**config.mk**
```make
export PLATFORM = sky130hd
export DESIGN_NAME = channel_codec_clock_config
export DESIGN_NICKNAME = d
export VERILOG_FILES = /design/src/design/codec_cfg_pkg.sv /design/src/design/channel_codec_clock_config.sv /design/src/design/rx_clock_gen.sv /design/src/design/char_path.sv
export VERILOG_INCLUDE_DIRS = /design/src /design/src/design
export SDC_FILE = /design/constraint.sdc
export NUM_CORES = 1
export LEC_CHECK = 0
export BUFFER_PORTS_ARGS = -buffer_cell sky130_fd_sc_hd__buf_2
export CAP_MARGIN = 20
export CELL_PAD_IN_SITES_DETAIL_PLACEMENT = 2
export CELL_PAD_IN_SITES_GLOBAL_PLACEMENT = 2
export CORE_UTILIZATION = 24
export DETAILED_ROUTE_END_ITERATION = 8
export PLACE_DENSITY_LB_ADDON = 0.1
export REMOVE_ABC_BUFFERS = 1
export SLEW_MARGIN = 20
export SYNTH_ARGS = -nofsm -noshare
export SYNTH_HDL_FRONTEND = slang
export SYNTH_SLANG_ARGS = --single-unit
```
**constraint.sdc**
```tcl
create_clock -name sys_clk -period 1.5 [get_ports sys_clk]
set_clock_uncertainty 0.2 [all_clocks]
set_input_delay 0 -clock sys_clk [delete_from_list [all_inputs] [get_ports sys_clk]]
set_output_delay 0 -clock sys_clk [all_outputs]
set_load 0.005 [all_outputs]
```
**src/design/codec_cfg_params.svh**
```systemverilog
// Reset values and sizes of the per-channel codec configuration.
// Included by every design module; the package does not include it.
`ifndef CODEC_CFG_PARAMS_SVH
`define CODEC_CFG_PARAMS_SVH

// Channel count and character width
`define CHAN_COUNT 4
`define CHAR_BITS 10

// Initialization values of the settings
`define DEC_MODE_INIT 1'h1
`define DEC_ENABLE_INIT 1'h1
`define RX_SRC_INIT 1'h1
`define RX_RATE_INIT 1'h1
`define DET1_INIT 2'h2
`define DET2_INIT 2'h2
`define ENC_ENABLE_INIT 1'h1

// Pipeline from synchronised source level to output clock edge, in sys_clk cycles
`define CLK_OUT_LAG 3

`endif

```
**src/design/codec_cfg_pkg.sv**
```systemverilog
// Types shared by the codec configuration modules.
// Does not include or use codec_cfg_params.svh.
package codec_cfg_pkg;

  // Receive output clock source
  typedef enum logic {
    SRC_RECOVERED = 1'b0,
    SRC_REFERENCE = 1'b1
  } clock_source_e;

  // Receive output clock rate
  typedef enum logic {
    RATE_FULL = 1'b0,
    RATE_HALF = 1'b1
  } clock_rate_e;

  // Decode table column
  typedef enum logic {
    DEC_ALTERNATE = 1'b0,
    DEC_PRIMARY = 1'b1
  } decode_mode_e;

  // Signal detector trip point
  typedef enum logic [1:0] {
    DET_OFF = 2'b00,
    DET_LOW = 2'b01,
    DET_MID = 2'b10,
    DET_HIGH = 2'b11
  } detect_threshold_e;

endpackage : codec_cfg_pkg

```
**src/design/channel_codec_clock_config.sv**
```systemverilog
// Per-channel codec and receive output clock configuration.
// Assumes cfg_* and data inputs come from logic on sys_clk and
// that pin clocks are well below half the sys_clk rate.
`timescale 1ns/1ns
`include "codec_cfg_params.svh"
module channel_codec_clock_config
  import codec_cfg_pkg::*;
#(
  parameter int NUM_CH = `CHAN_COUNT,
  parameter int CHAR_W = `CHAR_BITS
) (
  input wire logic sys_clk,
  input wire logic reset,
  input wire logic [NUM_CH-1:0] cfg_load,
  input wire logic cfg_decoder_mode_select,
  input wire logic cfg_decoder_enable,
  input wire logic cfg_rx_output_clock_source,
  input wire logic cfg_rx_clock_rate_select,
  input wire logic [1:0] cfg_primary_detect_threshold,
  input wire logic [1:0] cfg_secondary_detect_threshold,
  input wire logic cfg_encoder_enable,
  output logic [NUM_CH-1:0] decoder_mode_select,
  output logic [NUM_CH-1:0] decoder_enable,
  output logic [NUM_CH-1:0] rx_output_clock_source,
  output logic [NUM_CH-1:0] rx_clock_rate_select,
  output logic [2*NUM_CH-1:0] primary_detect_threshold,
  output logic [2*NUM_CH-1:0] secondary_detect_threshold,
  output logic [NUM_CH-1:0] encoder_enable,
  output logic [NUM_CH-1:0] primary_detect_enable,
  output logic [NUM_CH-1:0] secondary_detect_enable,
  input wire logic [NUM_CH-1:0] channel_reference_clock,
  input wire logic [NUM_CH-1:0] recovered_byte_clock,
  input wire logic [NUM_CH-1:0] ref_half_rate,
  input wire logic [NUM_CH*CHAR_W-1:0] rx_raw_char,
  input wire logic [NUM_CH*CHAR_W-1:0] rx_primary_char,
  input wire logic [NUM_CH*CHAR_W-1:0] rx_alternate_char,
  output logic [NUM_CH*CHAR_W-1:0] rx_char,
  output logic [NUM_CH-1:0] rx_char_tick,
  output logic [NUM_CH-1:0] rx_output_clock_true,
  output logic [NUM_CH-1:0] rx_output_clock_comp,
  input wire logic [NUM_CH-1:0] tx_char_valid,
  input wire logic [NUM_CH*CHAR_W-1:0] tx_raw_char,
  input wire logic [NUM_CH*CHAR_W-1:0] tx_encoded_char,
  output logic [NUM_CH*CHAR_W-1:0] tx_serial_char
);

  // ****************************************
  // Helpers
  // ****************************************

  // Detector runs unless its code is off
  function automatic logic det_on(input logic [1:0] code);
    det_on = (detect_threshold_e'(code) != DET_OFF);
  endfunction : det_on

  // ****************************************
  // Configuration latches
  // ****************************************
  logic [NUM_CH-1:0] next_decoder_mode_select;
  logic [NUM_CH-1:0] next_decoder_enable;
  logic [NUM_CH-1:0] next_rx_output_clock_source;
  logic [NUM_CH-1:0] next_rx_clock_rate_select;
  logic [2*NUM_CH-1:0] next_primary_detect_threshold;
  logic [2*NUM_CH-1:0] next_secondary_detect_threshold;
  logic [NUM_CH-1:0] next_encoder_enable;

  // Per-channel load from the shared setting inputs
  always_comb begin
    next_decoder_mode_select = decoder_mode_select;
    next_decoder_enable = decoder_enable;
    next_rx_output_clock_source = rx_output_clock_source;
    next_rx_clock_rate_select = rx_clock_rate_select;
    next_primary_detect_threshold = primary_detect_threshold;
    next_secondary_detect_threshold = secondary_detect_threshold;
    next_encoder_enable = encoder_enable;
    for (int i = 0; i < NUM_CH; i++) begin
      if (reset) begin
        next_decoder_mode_select[i] = `DEC_MODE_INIT;
        next_decoder_enable[i] = `DEC_ENABLE_INIT;
        next_rx_output_clock_source[i] = `RX_SRC_INIT;
        next_rx_clock_rate_select[i] = `RX_RATE_INIT;
        next_primary_detect_threshold[2*i +: 2] = `DET1_INIT;
        next_secondary_detect_threshold[2*i +: 2] = `DET2_INIT;
        next_encoder_enable[i] = `ENC_ENABLE_INIT;
      end else if (cfg_load[i]) begin
        next_decoder_mode_select[i] = cfg_decoder_mode_select;
        next_decoder_enable[i] = cfg_decoder_enable;
        next_rx_output_clock_source[i] = cfg_rx_output_clock_source;
        next_rx_clock_rate_select[i] = cfg_rx_clock_rate_select;
        next_primary_detect_threshold[2*i +: 2] =
          cfg_primary_detect_threshold;
        next_secondary_detect_threshold[2*i +: 2] =
          cfg_secondary_detect_threshold;
        next_encoder_enable[i] = cfg_encoder_enable;
      end
    end
  end

  // Latch registers
  always_ff @(posedge sys_clk) begin
    decoder_mode_select <= next_decoder_mode_select;
    decoder_enable <= next_decoder_enable;
    rx_output_clock_source <= next_rx_output_clock_source;
    rx_clock_rate_select <= next_rx_clock_rate_select;
    primary_detect_threshold <= next_primary_detect_threshold;
    secondary_detect_threshold <= next_secondary_detect_threshold;
    encoder_enable <= next_encoder_enable;
  end

  // ****************************************
  // Signal detector enables
  // ****************************************
  logic [NUM_CH-1:0] next_primary_detect_enable;
  logic [NUM_CH-1:0] next_secondary_detect_enable;

  // Code 00 switches the analog detector off
  always_comb begin
    for (int i = 0; i < NUM_CH; i++) begin
      next_primary_detect_enable[i] = !reset &&
        det_on(primary_detect_threshold[2*i +: 2]);
      next_secondary_detect_enable[i] = !reset &&
        det_on(secondary_detect_threshold[2*i +: 2]);
    end
  end

  // Enable registers
  always_ff @(posedge sys_clk) begin
    primary_detect_enable <= next_primary_detect_enable;
    secondary_detect_enable <= next_secondary_detect_enable;
  end

  // ****************************************
  // Channel datapaths and output clocks
  // ****************************************
  for (genvar ch = 0; ch < NUM_CH; ch++) begin : g_ch

    // Output clock pair from the chosen source
    rx_clock_gen u_clock (
      .sys_clk(sys_clk),
      .reset(reset),
      .reference_clock(channel_reference_clock[ch]),
      .recovered_clock(recovered_byte_clock[ch]),
      .source_select(clock_source_e'(rx_output_clock_source[ch])),
      .rate_select(clock_rate_e'(rx_clock_rate_select[ch])),
      .ref_half_rate(ref_half_rate[ch]),
      .char_tick(rx_char_tick[ch]),
      .clock_true(rx_output_clock_true[ch]),
      .clock_comp(rx_output_clock_comp[ch])
    );

    // Decode column, decoder and encoder bypass
    char_path #(
      .CHAR_W(CHAR_W)
    ) u_path (
      .sys_clk(sys_clk),
      .reset(reset),
      .char_tick(rx_char_tick[ch]),
      .decoder_enable(decoder_enable[ch]),
      .decoder_mode_select(decode_mode_e'(decoder_mode_select[ch])),
      .raw_char(rx_raw_char[ch*CHAR_W +: CHAR_W]),
      .primary_char(rx_primary_char[ch*CHAR_W +: CHAR_W]),
      .alternate_char(rx_alternate_char[ch*CHAR_W +: CHAR_W]),
      .rx_char(rx_char[ch*CHAR_W +: CHAR_W]),
      .encoder_enable(encoder_enable[ch]),
      .tx_char_valid(tx_char_valid[ch]),
      .tx_raw_char(tx_raw_char[ch*CHAR_W +: CHAR_W]),
      .tx_encoded_char(tx_encoded_char[ch*CHAR_W +: CHAR_W]),
      .tx_serial_char(tx_serial_char[ch*CHAR_W +: CHAR_W])
    );

    // ****************************************
    // Checks
    // ****************************************
    property p_init_decode;
      @(posedge sys_clk) disable iff (reset)
      $past(reset) |-> decoder_mode_select[ch] == 1'b1
        && decoder_enable[ch] == 1'b1;
    endproperty
    a_init_decode: assert property (p_init_decode)
      else $error("decoder settings wrong after reset");

    property p_init_clock;
      @(posedge sys_clk) disable iff (reset)
      $past(reset) |-> rx_output_clock_source[ch] == 1'b1
        && rx_clock_rate_select[ch] == 1'b1;
    endproperty
    a_init_clock: assert property (p_init_clock)
      else $error("clock settings wrong after reset");

    property p_init_detect;
      @(posedge sys_clk) disable iff (reset)
      $past(reset) |-> primary_detect_threshold[2*ch +: 2] == 2'h2
        && secondary_detect_threshold[2*ch +: 2] == 2'h2
        ##1 primary_detect_enable[ch] && secondary_detect_enable[ch];
    endproperty
    a_init_detect: assert property (p_init_detect)
      else $error("detector settings wrong after reset");

    property p_init_encode;
      @(posedge sys_clk) disable iff (reset)
      $past(reset) |-> encoder_enable[ch] == 1'b1;
    endproperty
    a_init_encode: assert property (p_init_encode)
      else $error("encoder enable wrong after reset");

    property p_hold_unloaded;
      @(posedge sys_clk) disable iff (reset)
      !cfg_load[ch] |=> $stable(decoder_mode_select[ch])
        && $stable(decoder_enable[ch])
        && $stable(rx_output_clock_source[ch])
        && $stable(rx_clock_rate_select[ch])
        && $stable(primary_detect_threshold[2*ch +: 2])
        && $stable(secondary_detect_threshold[2*ch +: 2])
        && $stable(encoder_enable[ch]);
    endproperty
    a_hold_unloaded: assert property (p_hold_unloaded)
      else $error("channel setting moved without its load");

    property p_load_own;
      @(posedge sys_clk) disable iff (reset)
      cfg_load[ch] |=>
        rx_clock_rate_select[ch] == $past(cfg_rx_clock_rate_select)
        && decoder_mode_select[ch] == $past(cfg_decoder_mode_select)
        && encoder_enable[ch] == $past(cfg_encoder_enable);
    endproperty
    a_load_own: assert property (p_load_own)
      else $error("channel load not taken");

    property p_detect_off;
      @(posedge sys_clk) disable iff (reset)
      primary_detect_threshold[2*ch +: 2] == 2'h0
        |=> !primary_detect_enable[ch];
    endproperty
    a_detect_off: assert property (p_detect_off)
      else $error("primary detector on with code 00");

    property p_detect_on;
      @(posedge sys_clk) disable iff (reset)
      secondary_detect_threshold[2*ch +: 2] != 2'h0
        |=> secondary_detect_enable[ch];
    endproperty
    a_detect_on: assert property (p_detect_on)
      else $error("secondary detector off with nonzero code");

    property p_load_rest;
      @(posedge sys_clk) disable iff (reset)
      cfg_load[ch] |=>
        decoder_enable[ch] == $past(cfg_decoder_enable)
        && rx_output_clock_source[ch] == $past(cfg_rx_output_clock_source)
        && primary_detect_threshold[2*ch +: 2]
          == $past(cfg_primary_detect_threshold)
        && secondary_detect_threshold[2*ch +: 2]
          == $past(cfg_secondary_detect_threshold);
    endproperty
    a_load_rest: assert property (p_load_rest)
      else $error("channel load missed a setting");

    property p_detect_on_pri;
      @(posedge sys_clk) disable iff (reset)
      primary_detect_threshold[2*ch +: 2] != 2'h0
        |=> primary_detect_enable[ch];
    endproperty
    a_detect_on_pri: assert property (p_detect_on_pri)
      else $error("primary detector off with nonzero code");

    property p_detect_off_sec;
      @(posedge sys_clk) disable iff (reset)
      secondary_detect_threshold[2*ch +: 2] == 2'h0
        |=> !secondary_detect_enable[ch];
    endproperty
    a_detect_off_sec: assert property (p_detect_off_sec)
      else $error("secondary detector on with code 00");

    property p_detect_reset;
      @(posedge sys_clk)
      reset |=> !primary_detect_enable[ch]
        && !secondary_detect_enable[ch];
    endproperty
    a_detect_reset: assert property (p_detect_reset)
      else $error("detector enabled during reset");

    property p_pair_out;
      @(posedge sys_clk) disable iff (reset)
      rx_output_clock_comp[ch] == !rx_output_clock_true[ch];
    endproperty
    a_pair_out: assert property (p_pair_out)
      else $error("channel output clocks not complementary");

  end : g_ch

endmodule : channel_codec_clock_config

```
**src/design/rx_clock_gen.sv**
```systemverilog
// Receive output clock pair and character tick for one channel.
// Assumes pin clocks are much slower than sys_clk.
`timescale 1ns/1ns
`include "codec_cfg_params.svh"
module rx_clock_gen
  import codec_cfg_pkg::*;
(
  input wire logic sys_clk,
  input wire logic reset,
  input wire logic reference_clock,
  input wire logic recovered_clock,
  input wire clock_source_e source_select,
  input wire clock_rate_e rate_select,
  input wire logic ref_half_rate,
  output logic char_tick,
  output logic clock_true,
  output logic clock_comp
);

  // ****************************************
  // Pin synchronisers and edge pipeline
  // ****************************************
  logic ref_meta, ref_sync, rec_meta, rec_sync;
  logic src_last, level_d, level_dd, tick_d;
  logic src_level, half_ref, follow, tick_now;
  logic next_char_tick, next_true;

  // Source pick and edge detect
  always_comb begin
    src_level = (source_select == SRC_REFERENCE) ? ref_sync : rec_sync;
    half_ref = (source_select == SRC_REFERENCE) && ref_half_rate;
    // Half-rate reference carries a character on both edges
    tick_now = half_ref ? (src_level ^ src_last)
                        : (src_level & ~src_last);
    next_char_tick = reset ? 1'b0 : tick_now;
    follow = half_ref || (rate_select == RATE_FULL);
    // Clock lags the data load by one cycle for setup
    if (reset) begin
      next_true = 1'b0;
    end else if (follow) begin
      next_true = level_dd;
    end else if (tick_d) begin
      next_true = ~clock_true;
    end else begin
      next_true = clock_true;
    end
  end

  // Registers
  always_ff @(posedge sys_clk) begin
    ref_meta <= reference_clock;
    ref_sync <= ref_meta;
    rec_meta <= recovered_clock;
    rec_sync <= rec_meta;
    src_last <= src_level;
    level_d <= src_level;
    level_dd <= level_d;
    char_tick <= next_char_tick;
    tick_d <= char_tick;
    clock_true <= next_true;
    clock_comp <= ~next_true;
  end

  // ****************************************
  // Checks
  // ****************************************
  property p_pair_comp;
    @(posedge sys_clk) disable iff (reset)
    !$past(reset) |-> clock_comp == ~clock_true;
  endproperty
  a_pair_comp: assert property (p_pair_comp)
    else $error("output clock pair not complementary");

  property p_half_rec;
    @(posedge sys_clk) disable iff (reset)
    (source_select == SRC_RECOVERED && rate_select == RATE_HALF
      && tick_d) |=> clock_true != $past(clock_true);
  endproperty
  a_half_rec: assert property (p_half_rec)
    else $error("half-rate recovered clock did not toggle");

  property p_full_rec;
    @(posedge sys_clk) disable iff (reset)
    (source_select == SRC_RECOVERED && rate_select == RATE_FULL)[*4]
      |-> clock_true == $past(rec_sync, `CLK_OUT_LAG);
  endproperty
  a_full_rec: assert property (p_full_rec)
    else $error("full-rate clock does not follow recovered clock");

  property p_half_ref_full;
    @(posedge sys_clk) disable iff (reset)
    (source_select == SRC_REFERENCE && !ref_half_rate
      && rate_select == RATE_HALF && tick_d)
      |=> clock_true != $past(clock_true);
  endproperty
  a_half_ref_full: assert property (p_half_ref_full)
    else $error("half-rate reference clock did not toggle");

  property p_full_ref;
    @(posedge sys_clk) disable iff (reset)
    (source_select == SRC_REFERENCE && !ref_half_rate
      && rate_select == RATE_FULL)[*4]
      |-> clock_true == $past(ref_sync, `CLK_OUT_LAG);
  endproperty
  a_full_ref: assert property (p_full_ref)
    else $error("full-rate clock does not follow reference");

  property p_half_ref;
    @(posedge sys_clk) disable iff (reset)
    (source_select == SRC_REFERENCE && ref_half_rate)[*4]
      |-> clock_true == $past(ref_sync, `CLK_OUT_LAG);
  endproperty
  a_half_ref: assert property (p_half_ref)
    else $error("half-rate reference not followed");

endmodule : rx_clock_gen

```
**src/design/char_path.sv**
```systemverilog
// Receive decode selection and transmit encode bypass, one channel.
// Assumes decoded characters arrive from the codec tables.
`timescale 1ns/1ns
`include "codec_cfg_params.svh"
module char_path
  import codec_cfg_pkg::*;
#(
  parameter int CHAR_W = `CHAR_BITS
) (
  input wire logic sys_clk,
  input wire logic reset,
  input wire logic char_tick,
  input wire logic decoder_enable,
  input wire decode_mode_e decoder_mode_select,
  input wire logic [CHAR_W-1:0] raw_char,
  input wire logic [CHAR_W-1:0] primary_char,
  input wire logic [CHAR_W-1:0] alternate_char,
  output logic [CHAR_W-1:0] rx_char,
  input wire logic encoder_enable,
  input wire logic tx_char_valid,
  input wire logic [CHAR_W-1:0] tx_raw_char,
  input wire logic [CHAR_W-1:0] tx_encoded_char,
  output logic [CHAR_W-1:0] tx_serial_char
);

  // ****************************************
  // Output registers
  // ****************************************
  logic [CHAR_W-1:0] next_rx_char, next_tx_char;

  // Pick decoded column or raw character
  always_comb begin
    next_rx_char = rx_char;
    next_tx_char = tx_serial_char;
    if (reset) begin
      next_rx_char = '0;
      next_tx_char = '0;
    end else begin
      if (char_tick) begin
        if (!decoder_enable) begin
          next_rx_char = raw_char;
        end else if (decoder_mode_select == DEC_PRIMARY) begin
          next_rx_char = primary_char;
        end else begin
          next_rx_char = alternate_char;
        end
      end
      if (tx_char_valid) begin
        next_tx_char = encoder_enable ? tx_encoded_char
                                      : tx_raw_char;
      end
    end
  end

  // Registers
  always_ff @(posedge sys_clk) begin
    rx_char <= next_rx_char;
    tx_serial_char <= next_tx_char;
  end

  // ****************************************
  // Checks
  // ****************************************
  property p_rx_bypass;
    @(posedge sys_clk) disable iff (reset)
    char_tick && !decoder_enable |=> rx_char == $past(raw_char);
  endproperty
  a_rx_bypass: assert property (p_rx_bypass)
    else $error("bypassed decoder did not pass raw character");

  property p_rx_column;
    @(posedge sys_clk) disable iff (reset)
    char_tick && decoder_enable |=> rx_char ==
      ($past(decoder_mode_select) == DEC_PRIMARY ?
       $past(primary_char) : $past(alternate_char));
  endproperty
  a_rx_column: assert property (p_rx_column)
    else $error("wrong decode column selected");

  property p_rx_hold;
    @(posedge sys_clk) disable iff (reset)
    !char_tick && !$past(reset) |=> $stable(rx_char);
  endproperty
  a_rx_hold: assert property (p_rx_hold)
    else $error("output register moved without a source tick");

  property p_tx_path;
    @(posedge sys_clk) disable iff (reset)
    tx_char_valid |=> tx_serial_char == ($past(encoder_enable) ?
      $past(tx_encoded_char) : $past(tx_raw_char));
  endproperty
  a_tx_path: assert property (p_tx_path)
    else $error("encoder enable not honoured");

endmodule : char_path

```
# --- Word level (Yosys, flattened, before mapping) ---
# Index checks and enable logic that the tools add are counted.
op_classes:
  mux: 32
  bitwise: 24
  reduce_logical: 25
op_table:
  columns: ["cell", "n"]
  rows:
  - ["$mux 10", 12]
  - ["$mux 1", 20]
  - ["$not 1->1", 16]
  - ["$reduce_bool 2->1", 8]
  - ["$logic_and 1x1->1", 12]
  - ["$and 1x1->1", 4]
  - ["$logic_or 1x1->1", 4]
  - ["$xor 1x1->1", 4]
  - ["$logic_not 1->1", 1]
word_totals:
  reg_bits: 164
  wordCells: 159

# --- Longest topological paths before layout ---
# Gate-level depths: netlist of the first run.
logic_depth:
  depth_word: 5
  ltp_mapped: 5
  ltp_nobuf: 4

# --- Modules after synthesis ---
# A second synthesis of the first run with hierarchy kept.
hier_totals:
  hier_cells: 629
  hier_area_um2: 6910.4
modules_own_cells:
  columns: ["mod", "n_inst", "cells_per_inst", "area_each_um2", "seq_area_each_um2"]
  rows:
  - ["char_path", 4, 101, 1053.5, 400.4]
  - ["channel_codec_clock_config", 1, 141, 1570.3, 880.8]
  - ["rx_clock_gen", 4, 21, 281.5, 200.2]

# --- Worst setup path after synthesis of the first run ---
# OpenSTA, ideal clock, no wires.
synth_timing:
  path_kind: "register to register"
  startpoint: "register rx_output_clock_source[0]"
  endpoint: "register g_ch[0].u_clock.char_tick"
  arrival_time_ns: 1.339
  required_ns: 1.230
  path_slack_ns: -0.108
  path_stages_with_launch: 5
  n_path_buf: 0
  synth_period_minus_slack_ns: 1.608
  path_cell_list: "dfxtp_1 -> mux2_2 -> ha_1 -> or2_2 -> a21oi_1"
synth_via:
  elab_chain_len: 3
  elab_cells_between_ends: 5
  cone_classes: "mux: 2; bitwise: 2; reduce/logical: 1"
synth_rtl:
  columns: ["item", "line", "rtl"]
  rows:
  - ["from (decl)", "channel_codec_clock_config.sv:24", "output logic [NUM_CH-1:0] rx_output_clock_source,"]
  - ["from (signal assigned)", "channel_codec_clock_config.sv:103", "rx_output_clock_source <= next_rx_output_clock_source;"]
  - ["$mux 1 (*)", "rx_clock_gen.sv:30", "src_level = (source_select == SRC_REFERENCE) ? ref_sync : rec_sync;"]
  - ["net g_ch[0].u_clock.src_level", "rx_clock_gen.sv:25", "logic src_level, half_ref, follow, tick_now;"]
  - ["$and 1x1->1 or $xor 1x1->1 (tied branches)", "rx_clock_gen.sv:34, rx_clock_gen.sv:33", null]
  - ["$mux 1 (*)", "rx_clock_gen.sv:33", "tick_now = half_ref ? (src_level ^ src_last)"]
  - ["to (signal assigned)", "rx_clock_gen.sv:58", "char_tick <= next_char_tick;"]
  - ["to (decl)", "rx_clock_gen.sv:15", "output logic char_tick,"]
# The timed path passes the listed nets; every way through them passes the cells marked *.
# A chain may end at the register's enable or synchronous reset.

# --- Worst setup path in the final report of the first run ---
layout_timing:
  startpoint: "register rx_output_clock_source[3]"
  endpoint: "register g_ch[3].u_clock.char_tick"
layout_via:
  elab_chain_len: 3
  elab_cells_between_ends: 5
  cone_classes: "mux: 2; bitwise: 2; reduce/logical: 1"
layout_rtl:
  columns: ["item", "line"]
  rows:
  - ["$mux 1 (*)", "rx_clock_gen.sv:30"]
  - ["net g_ch[3].u_clock.src_level", "rx_clock_gen.sv:25"]
  - ["$and 1x1->1 or $xor 1x1->1 (tied branches)", "rx_clock_gen.sv:34, rx_clock_gen.sv:33"]
  - ["$mux 1 (*)", "rx_clock_gen.sv:33"]
  - ["to (signal assigned)", "rx_clock_gen.sv:58"]
  - ["to (decl)", "rx_clock_gen.sv:15"]
# Marked as above.

==> results.sh, run 1 <==
export IMPL_status="complete, no violations"
export IMPL_crit_chain="mux2_4, ha_4, or2_4, a21oi_2"
export IMPL_grt_usage_pct=19.2
export IMPL_crit_buf_inv=0
export IMPL_place_hpwl_um=19000
export IMPL_layout_drive_gt1_share_pct=41.8
export IMPL_leakage_nw=5.87
export IMPL_drtIter0Drc=136
export IMPL_async_flop_share_pct=0
export IMPL_synth_avg_cell_area_um2=11.1
export IMPL_p_per_area_nw_per_um2=916
export IMPL_drc_errors=0
export IMPL_clkSlewWorstSetupHoldPaths_ns=0.07
export IMPL_dieHeight_um=177
export IMPL_start_util_pct=24.6
export IMPL_start_kind="flip-flop"
export IMPL_routed_wl_um=30200
export IMPL_cts_max_level=4
export IMPL_vias=7361
export IMPL_final_hold_violation_count=0
export IMPL_worstPathArrival_ns=1.64
export IMPL_synth_ff_type="dfxtp_1"
export IMPL_path_max_fanout=2
export IMPL_fin_crit_sh_pct=98.6
export IMPL_crit_family="flip-flops"
export IMPL_post_drt_wl_per_cell_um=18.4
export IMPL_antenna_found_initial=0
export IMPL_min_path_type="in2reg"
export IMPL_postSynthCellCount=664
export IMPL_cp_end_kind="flip-flop"
export IMPL_fmax_ghz=0.676
export IMPL_viasPerCell=4.48
export IMPL_vdd_drop_max_mv=0.670
export IMPL_grt_max_degree=34
export IMPL_rsz0062_at_grt="yes"
export IMPL_cp_required_ns=1.66
export IMPL_yosysMostFrequentCell="dfxtp_1"
export IMPL_design_core_area_um2=30000
export IMPL_io_buffers=366
export IMPL_maxSlewViolCount=0
export IMPL_setup_viol=0
export IMPL_syn_area_um2=7370
export IMPL_postRouteAntennaNets=0
export IMPL_ys_warnings_count=0
export IMPL_ys_ff_latch=164
export IMPL_worstMarginPinSlew_ns=0.449
export IMPL_p_total_mw=11.5
export IMPL_clock_latency_ns=0.42
export IMPL_yosys_cell_types_count=24
export IMPL_grt_pass1_wl_um=46600
export IMPL_numCtsBuffers=17
export IMPL_synth_area_top_cells="dfxtp_1 45%, mux2i_1 12%, o221ai_2 8.1%"
export IMPL_syn_to_final_growth_pct=69.9
export IMPL_crit_type="reg2reg"
export IMPL_detail_route_first_pass_iterations=4
export IMPL_nets=1474
export IMPL_die_x_um=177
export IMPL_cts_buffer_depth=2
export IMPL_whs_ns=0.0228
export IMPL_io_pins=367
export IMPL_yosys_area_top_type="dfxtp_1"
export IMPL_max_stage_delay_ns=0.36
export IMPL_synth_edff_count=0
export IMPL_root_buffer="clkbuf_16"
export IMPL_yosys_area_top_type_share_pct=44.6
export IMPL_clock_sinks=164
export IMPL_dieArea_um2=31400
export IMPL_finalCriticalPeriod_ns=1.48
export IMPL_cp_slowest_cell="dfxtp_2"
export IMPL_yosysSeqAreaShare_pct=44.6
export IMPL_grt_overflow_total=0
export IMPL_cap_viol_max_count=0
export IMPL_std_cell_rows=63
export IMPL_gp_congestion=0.694
export IMPL_tritoncts="built"
export IMPL_slew_headroom_pct=70.0
export IMPL_grt_pass1_vias=8550
export IMPL_synth_common_cells="164 x dfxtp_1, 88 x mux2i_1, 64 x nor2_1, 44 x nand2b_1"
sequential cells by signal, summed over array words and instances (netlist names), 8 cells and up:
register	cells
g_ch.u_path.tx_serial_char	40
secondary_detect_threshold	8
g_ch.u_path.rx_char	40
primary_detect_threshold	8
worst paths after layout:
kind	startpoint	slack, ns	endpoint	cells after the start
worst max-delay path	rx_output_clock_source[3]$_SDFFE_PP1P_	0.02	g_ch[3].u_clock.char_tick$_SDFF_PP0_	4
worst min-delay path	recovered_byte_clock[1]	0.02	g_ch[1].u_clock.rec_meta$_DFF_P_	2
worst max register to register	rx_output_clock_source[3]$_SDFFE_PP1P_	0.02	g_ch[3].u_clock.char_tick$_SDFF_PP0_	4
worst min register to register	g_ch[0].u_clock.ref_meta$_DFF_P_	0.13	g_ch[0].u_clock.ref_sync$_DFF_P_	0
per-layer routing:
layer	share of wire [%]	vias up	track usage, %
met2	51	250	35.2
met1	41	3536	21.6
met5	0	-	0
li1	-	3531	-
met4	2.3	0	6.61
met3	5.2	44	4.19
layout make-up:
type	count	area, um^2
sequential	164	3290
fill	3201	17400
antenna	1	2.50
clock buffer	18	429
inverter	4	15.0
tap	390	488
timing repair buffer	636	4540
clock inverter	14	119
multi-input combinational	416	3640
cells by family after synthesis:
group | share of synthesized area [%]
and+or+nand+nor | 16.0
DFF | 44.6
AOI/OAI and AO/OA | 18.5
muxes | 12.6
buffers and inverters | 7.30
xor gates and xnor gates | 0.475
adders and majority gates | 0.679
timing repair:
action	CTS	global route
resized for setup	21	1
pin swaps	3	10
buffers inserted	1	0
hold endpoints to repair	144	0
hold buffers	231	0
endpoints found under the setup margin	6	4
power breakdown:
part	switching (mW)	total (mW)	internal [mW]
combinational	1.04	2.41	1.38
sequential	0.201	4.89	4.69
clock	2.00	4.17	2.17
total	3.24	11.5	8.23
stage by stage:
| stage | TNS [ns] | std cells | setup slack, ns | cell area, um^2 | util, % |
|---|---|---|---|---|---|
| floorplan | -0.522 | 584 | -0.130 | 6850 | - |
| global placement | -0.483 | 1378 | -0.150 | 9550 | 31.9 |
| detailed placement | -0.603 | 1378 | -0.192 | 9550 | 31.9 |
| CTS | -0.0524 | 1642 | -0.0524 | 12500 | 41.8 |
| global route | -0.0408 | 1642 | -0.0370 | 12500 | 41.8 |
| finish | 0 | 1643 | 0.0203 | 12500 | 41.8 |
cells in the final DEF, fill, tap and decap left out, drive strengths merged:
master         n
dlygate4sd3  230
nor2          64
nand2b        44
clkinv         7
mux2i         88
o221ai        40
clkinvlp       2
inv            9
mux2           4
diode          1
a211o         28
a21oi          8
xnor2          4
a311oi         4
nand2          8
buf          406
dfxtp        164
a211oi        40
or3b          40
nand3b         4
or2            4
a311o          4
ha             4
clkbuf        18
nor2b         28
No activity file was read; power rests on OpenSTA's default activity.
==> run 2, diff against run 1 <==
--- a/config.mk
+++ b/config.mk
@@ -10,6 +10,7 @@
 export CAP_MARGIN = 20
 export CELL_PAD_IN_SITES_DETAIL_PLACEMENT = 2
 export CELL_PAD_IN_SITES_GLOBAL_PLACEMENT = 2
+export CORE_MARGIN = 1.5
 export CORE_UTILIZATION = 24
 export DETAILED_ROUTE_END_ITERATION = 8
 export PLACE_DENSITY_LB_ADDON = 0.1
==> constraint.sdc (replaced) <==
create_clock -name sys_clk -period 1.5 [get_ports sys_clk]
set_clock_uncertainty 0.2 [all_clocks]
set_input_delay 0.225 -clock sys_clk [delete_from_list [all_inputs] [get_ports sys_clk]]
set_output_delay 0.225 -clock sys_clk [all_outputs]
set_load 0.005 [all_outputs]
==> run 2 against run 1 <==
Count of clock-buffer cells in the layout is 1 higher. Total power is 4.9% higher. Flip-flop and latch count stayed put. Final area is 0.63% higher. Sequential power hardly changed. Core utilization is 0.26 points higher. Sequential share of layout area hardly changed. Non-clock buffer count is 2 lower. Critical endpoint is now g_ch[0].u_clock.char_tick$_SDFF_PP0_. Via count is 0.61% lower. Critical path depth stayed put. Die area is 1.1% higher.
==> results.sh, run 2 (synthesized netlist as in run 1, its figures left out) <==
export IMPL_min_path_type="in2reg"
export IMPL_cp_required_ns=1.65
export IMPL_nets=1472
export IMPL_r2r_cells=4
export IMPL_worstPathArrival_ns=1.62
export IMPL_crit_chain="mux2_4, ha_4, or2_4, a21oi_2"
export IMPL_switching_share_pct=25.6
export IMPL_vdd_drop_max_mv=0.720
export IMPL_detail_route_first_pass_iterations=4
export IMPL_leakage_nw=5.92
export IMPL_hold_depth=3
export IMPL_dieArea_um2=31800
export IMPL_start_util_pct=24.6
export IMPL_r2r_start="rx_output_clock_source[0]$_SDFFE_PP1P_"
export IMPL_gp_congestion=0.700
export IMPL_grt_pass1_wl_um=45200
export IMPL_setup_viol=0
export IMPL_post_drt_wl_per_cell_um=18.5
export IMPL_grt_pass1_vias=8172
export IMPL_dieHeight_um=178
export IMPL_comb_power_share_pct=20.2
export IMPL_io_pins=367
export IMPL_worstMarginPinSlew_ns=0.450
export IMPL_cp_end_kind="flip-flop"
export IMPL_numCtsBuffers=17
export IMPL_start_kind="flip-flop"
export IMPL_max_stage_delay_ns=0.33
export IMPL_cts_buffer_depth=2
export IMPL_clock_sinks=164
export IMPL_reg_top3="g_ch.u_path.rx_char: 40 flops, g_ch.u_path.tx_serial_char: 40 flops"
export IMPL_grt_max_degree=31
export IMPL_path_max_fanout=2
export IMPL_hold_path_endpoint="g_ch[0].u_path.tx_serial_char[5]$_SDFFE_PP0P_"
export IMPL_syn_to_final_growth_pct=71.0
export IMPL_tritoncts="built"
export IMPL_clock_latency_ns=0.42
export IMPL_crit_type="reg2reg"
export IMPL_fin_crit_sh_pct=98.2
export IMPL_slew_headroom_pct=70.0
export IMPL_maxSlewViolCount=0
export IMPL_r2r_slack_ns=0.03
export IMPL_p_int_mw=8.95
export IMPL_layout_drive_gt1_share_pct=43.6
export IMPL_status="complete, no violations"
export IMPL_switching_power_mw=3.08
export IMPL_cp_slowest_cell="dfxtp_2"
export IMPL_vias=7316
export IMPL_pwr_share_clk_pct=39.1
export IMPL_root_buffer="clkbuf_16"
export IMPL_grt_usage_pct=18.6
export IMPL_place_hpwl_um=19100
export IMPL_cap_viol_max_count=0
export IMPL_drc_errors=0
export IMPL_whs_ns=0.0122
export IMPL_viasPerCell=4.46
export IMPL_final_common_cell="buf_2"
export IMPL_routed_wl_um=30300
export IMPL_io_buffers=366
export IMPL_p_per_area_nw_per_um2=955
export IMPL_rsz0062_at_grt="yes"
export IMPL_postRouteAntennaNets=0
export IMPL_drtIter0Drc=141
export IMPL_std_cell_rows=63
export IMPL_crit_family="flip-flops"
export IMPL_fmax_ghz=0.679
export IMPL_r2r_end="g_ch[0].u_clock.char_tick$_SDFF_PP0_"
export IMPL_final_cell_mix="365 x buf_2, 214 x dlygate4sd3_1, 150 x dfxtp_1, 88 x mux2i_1, 64 x nor2_1"
export IMPL_clkSlewWorstSetupHoldPaths_ns=0.07
export IMPL_grt_overflow_total=0
export IMPL_die_x_um=178
export IMPL_p_total_mw=12.0
export IMPL_finalCriticalPeriod_ns=1.47
export IMPL_cts_max_level=4
export IMPL_design_core_area_um2=30000
export IMPL_final_hold_violation_count=0
export IMPL_power_sequential_fraction_pct=40.7
export IMPL_min_from="tx_raw_char[5]"
export IMPL_fillers=3214
export IMPL_antenna_found_initial=0
export IMPL_crit_buf_inv=0
## run 2: metal layers
layer	up-vias	track usage (%)	share of wire [%]
met4	0	5.87	1.9
met5	-	0	0
met1	3522	20.7	40
li1	3524	-	-
met3	34	4.77	6.1
met2	236	34.3	52
## run 2: worst max path at each step
stage                                                start                                    to  slack, ns  cells past startpoint
floorplan           rx_output_clock_source[0]$_SDFFE_PP1P_  g_ch[0].u_clock.char_tick$_SDFF_PP0_      -0.13                      4
global placement    rx_output_clock_source[3]$_SDFFE_PP1P_  g_ch[3].u_clock.char_tick$_SDFF_PP0_      -0.12                      4
detailed placement  rx_output_clock_source[3]$_SDFFE_PP1P_  g_ch[3].u_clock.char_tick$_SDFF_PP0_      -0.16                      4
CTS                 rx_output_clock_source[0]$_SDFFE_PP1P_  g_ch[0].u_clock.char_tick$_SDFF_PP0_      0.001                      4
global route        rx_output_clock_source[0]$_SDFFE_PP1P_  g_ch[0].u_clock.char_tick$_SDFF_PP0_      -0.02                      4
finish              rx_output_clock_source[0]$_SDFFE_PP1P_  g_ch[0].u_clock.char_tick$_SDFF_PP0_       0.03                      4
## run 2: cell type report
cell class | count | area [um^2] | share of cell area (%)
Timing Repair Buffer | 634 | 4510 | 35.8
Multi-Input combinational cell | 416 | 3640 | 28.9
Sequential cell | 164 | 3310 | 26.3
Tap cell | 390 | 488 | 3.87
Clock buffer | 19 | 453 | 3.59
Clock inverter | 11 | 175 | 1.39
Inverter | 4 | 15.0 | 0.119
Antenna cell | 3 | 7.51 | 0.0596
## run 2: metrics by stage
| step | area, um^2 | worst slack [ns] | setup TNS [ns] | instances | util (%) |
|---|---|---|---|---|---|
| after detailed placement | 9580 | -0.157 | -0.572 | 1378 | 32.0 |
| after global placement | 9580 | -0.116 | -0.425 | 1378 | 32.0 |
| final | 12600 | 0.0266 | 0 | 1641 | 42.1 |
| after global routing | 12600 | -0.0165 | -0.0312 | 1638 | 42.0 |
| after floorplan | 6850 | -0.130 | -0.522 | 584 | - |
| after CTS | 12500 | 0.00108 | 0 | 1626 | 41.7 |
## run 2: worst reg2reg max path, stage by stage (launching register included)
cell	delay, ns
dfxtp_2	0.33
mux2_4	0.32
ha_4	0.21
or2_4	0.22
a21oi_2	0.13
## run 2: power by group through the flow
stage / sequential (mW) / combinational [mW] / clock (mW)
2_1_floorplan: 5.04 / 0.696 / 0
3_3_place_gp: 4.96 / 1.86 / 0
3_5_place_dp: 4.97 / 1.88 / 0
4_1_cts: 4.89 / 2.38 / 4.91
5_1_grt: 4.94 / 2.65 / 5.11
6_report: 4.90 / 2.42 / 4.71
## run 2: timing repair
action / 4_1_cts / 5_1_grt
setup endpoints to repair: 17 / 10
cloned: 0 / 0
endpoints found under the hold margin: 128 / 1
setup buffers: 7 / 13
resized for setup: 34 / 3
hold buffers: 213 / 1
pin swaps: 7 / 6
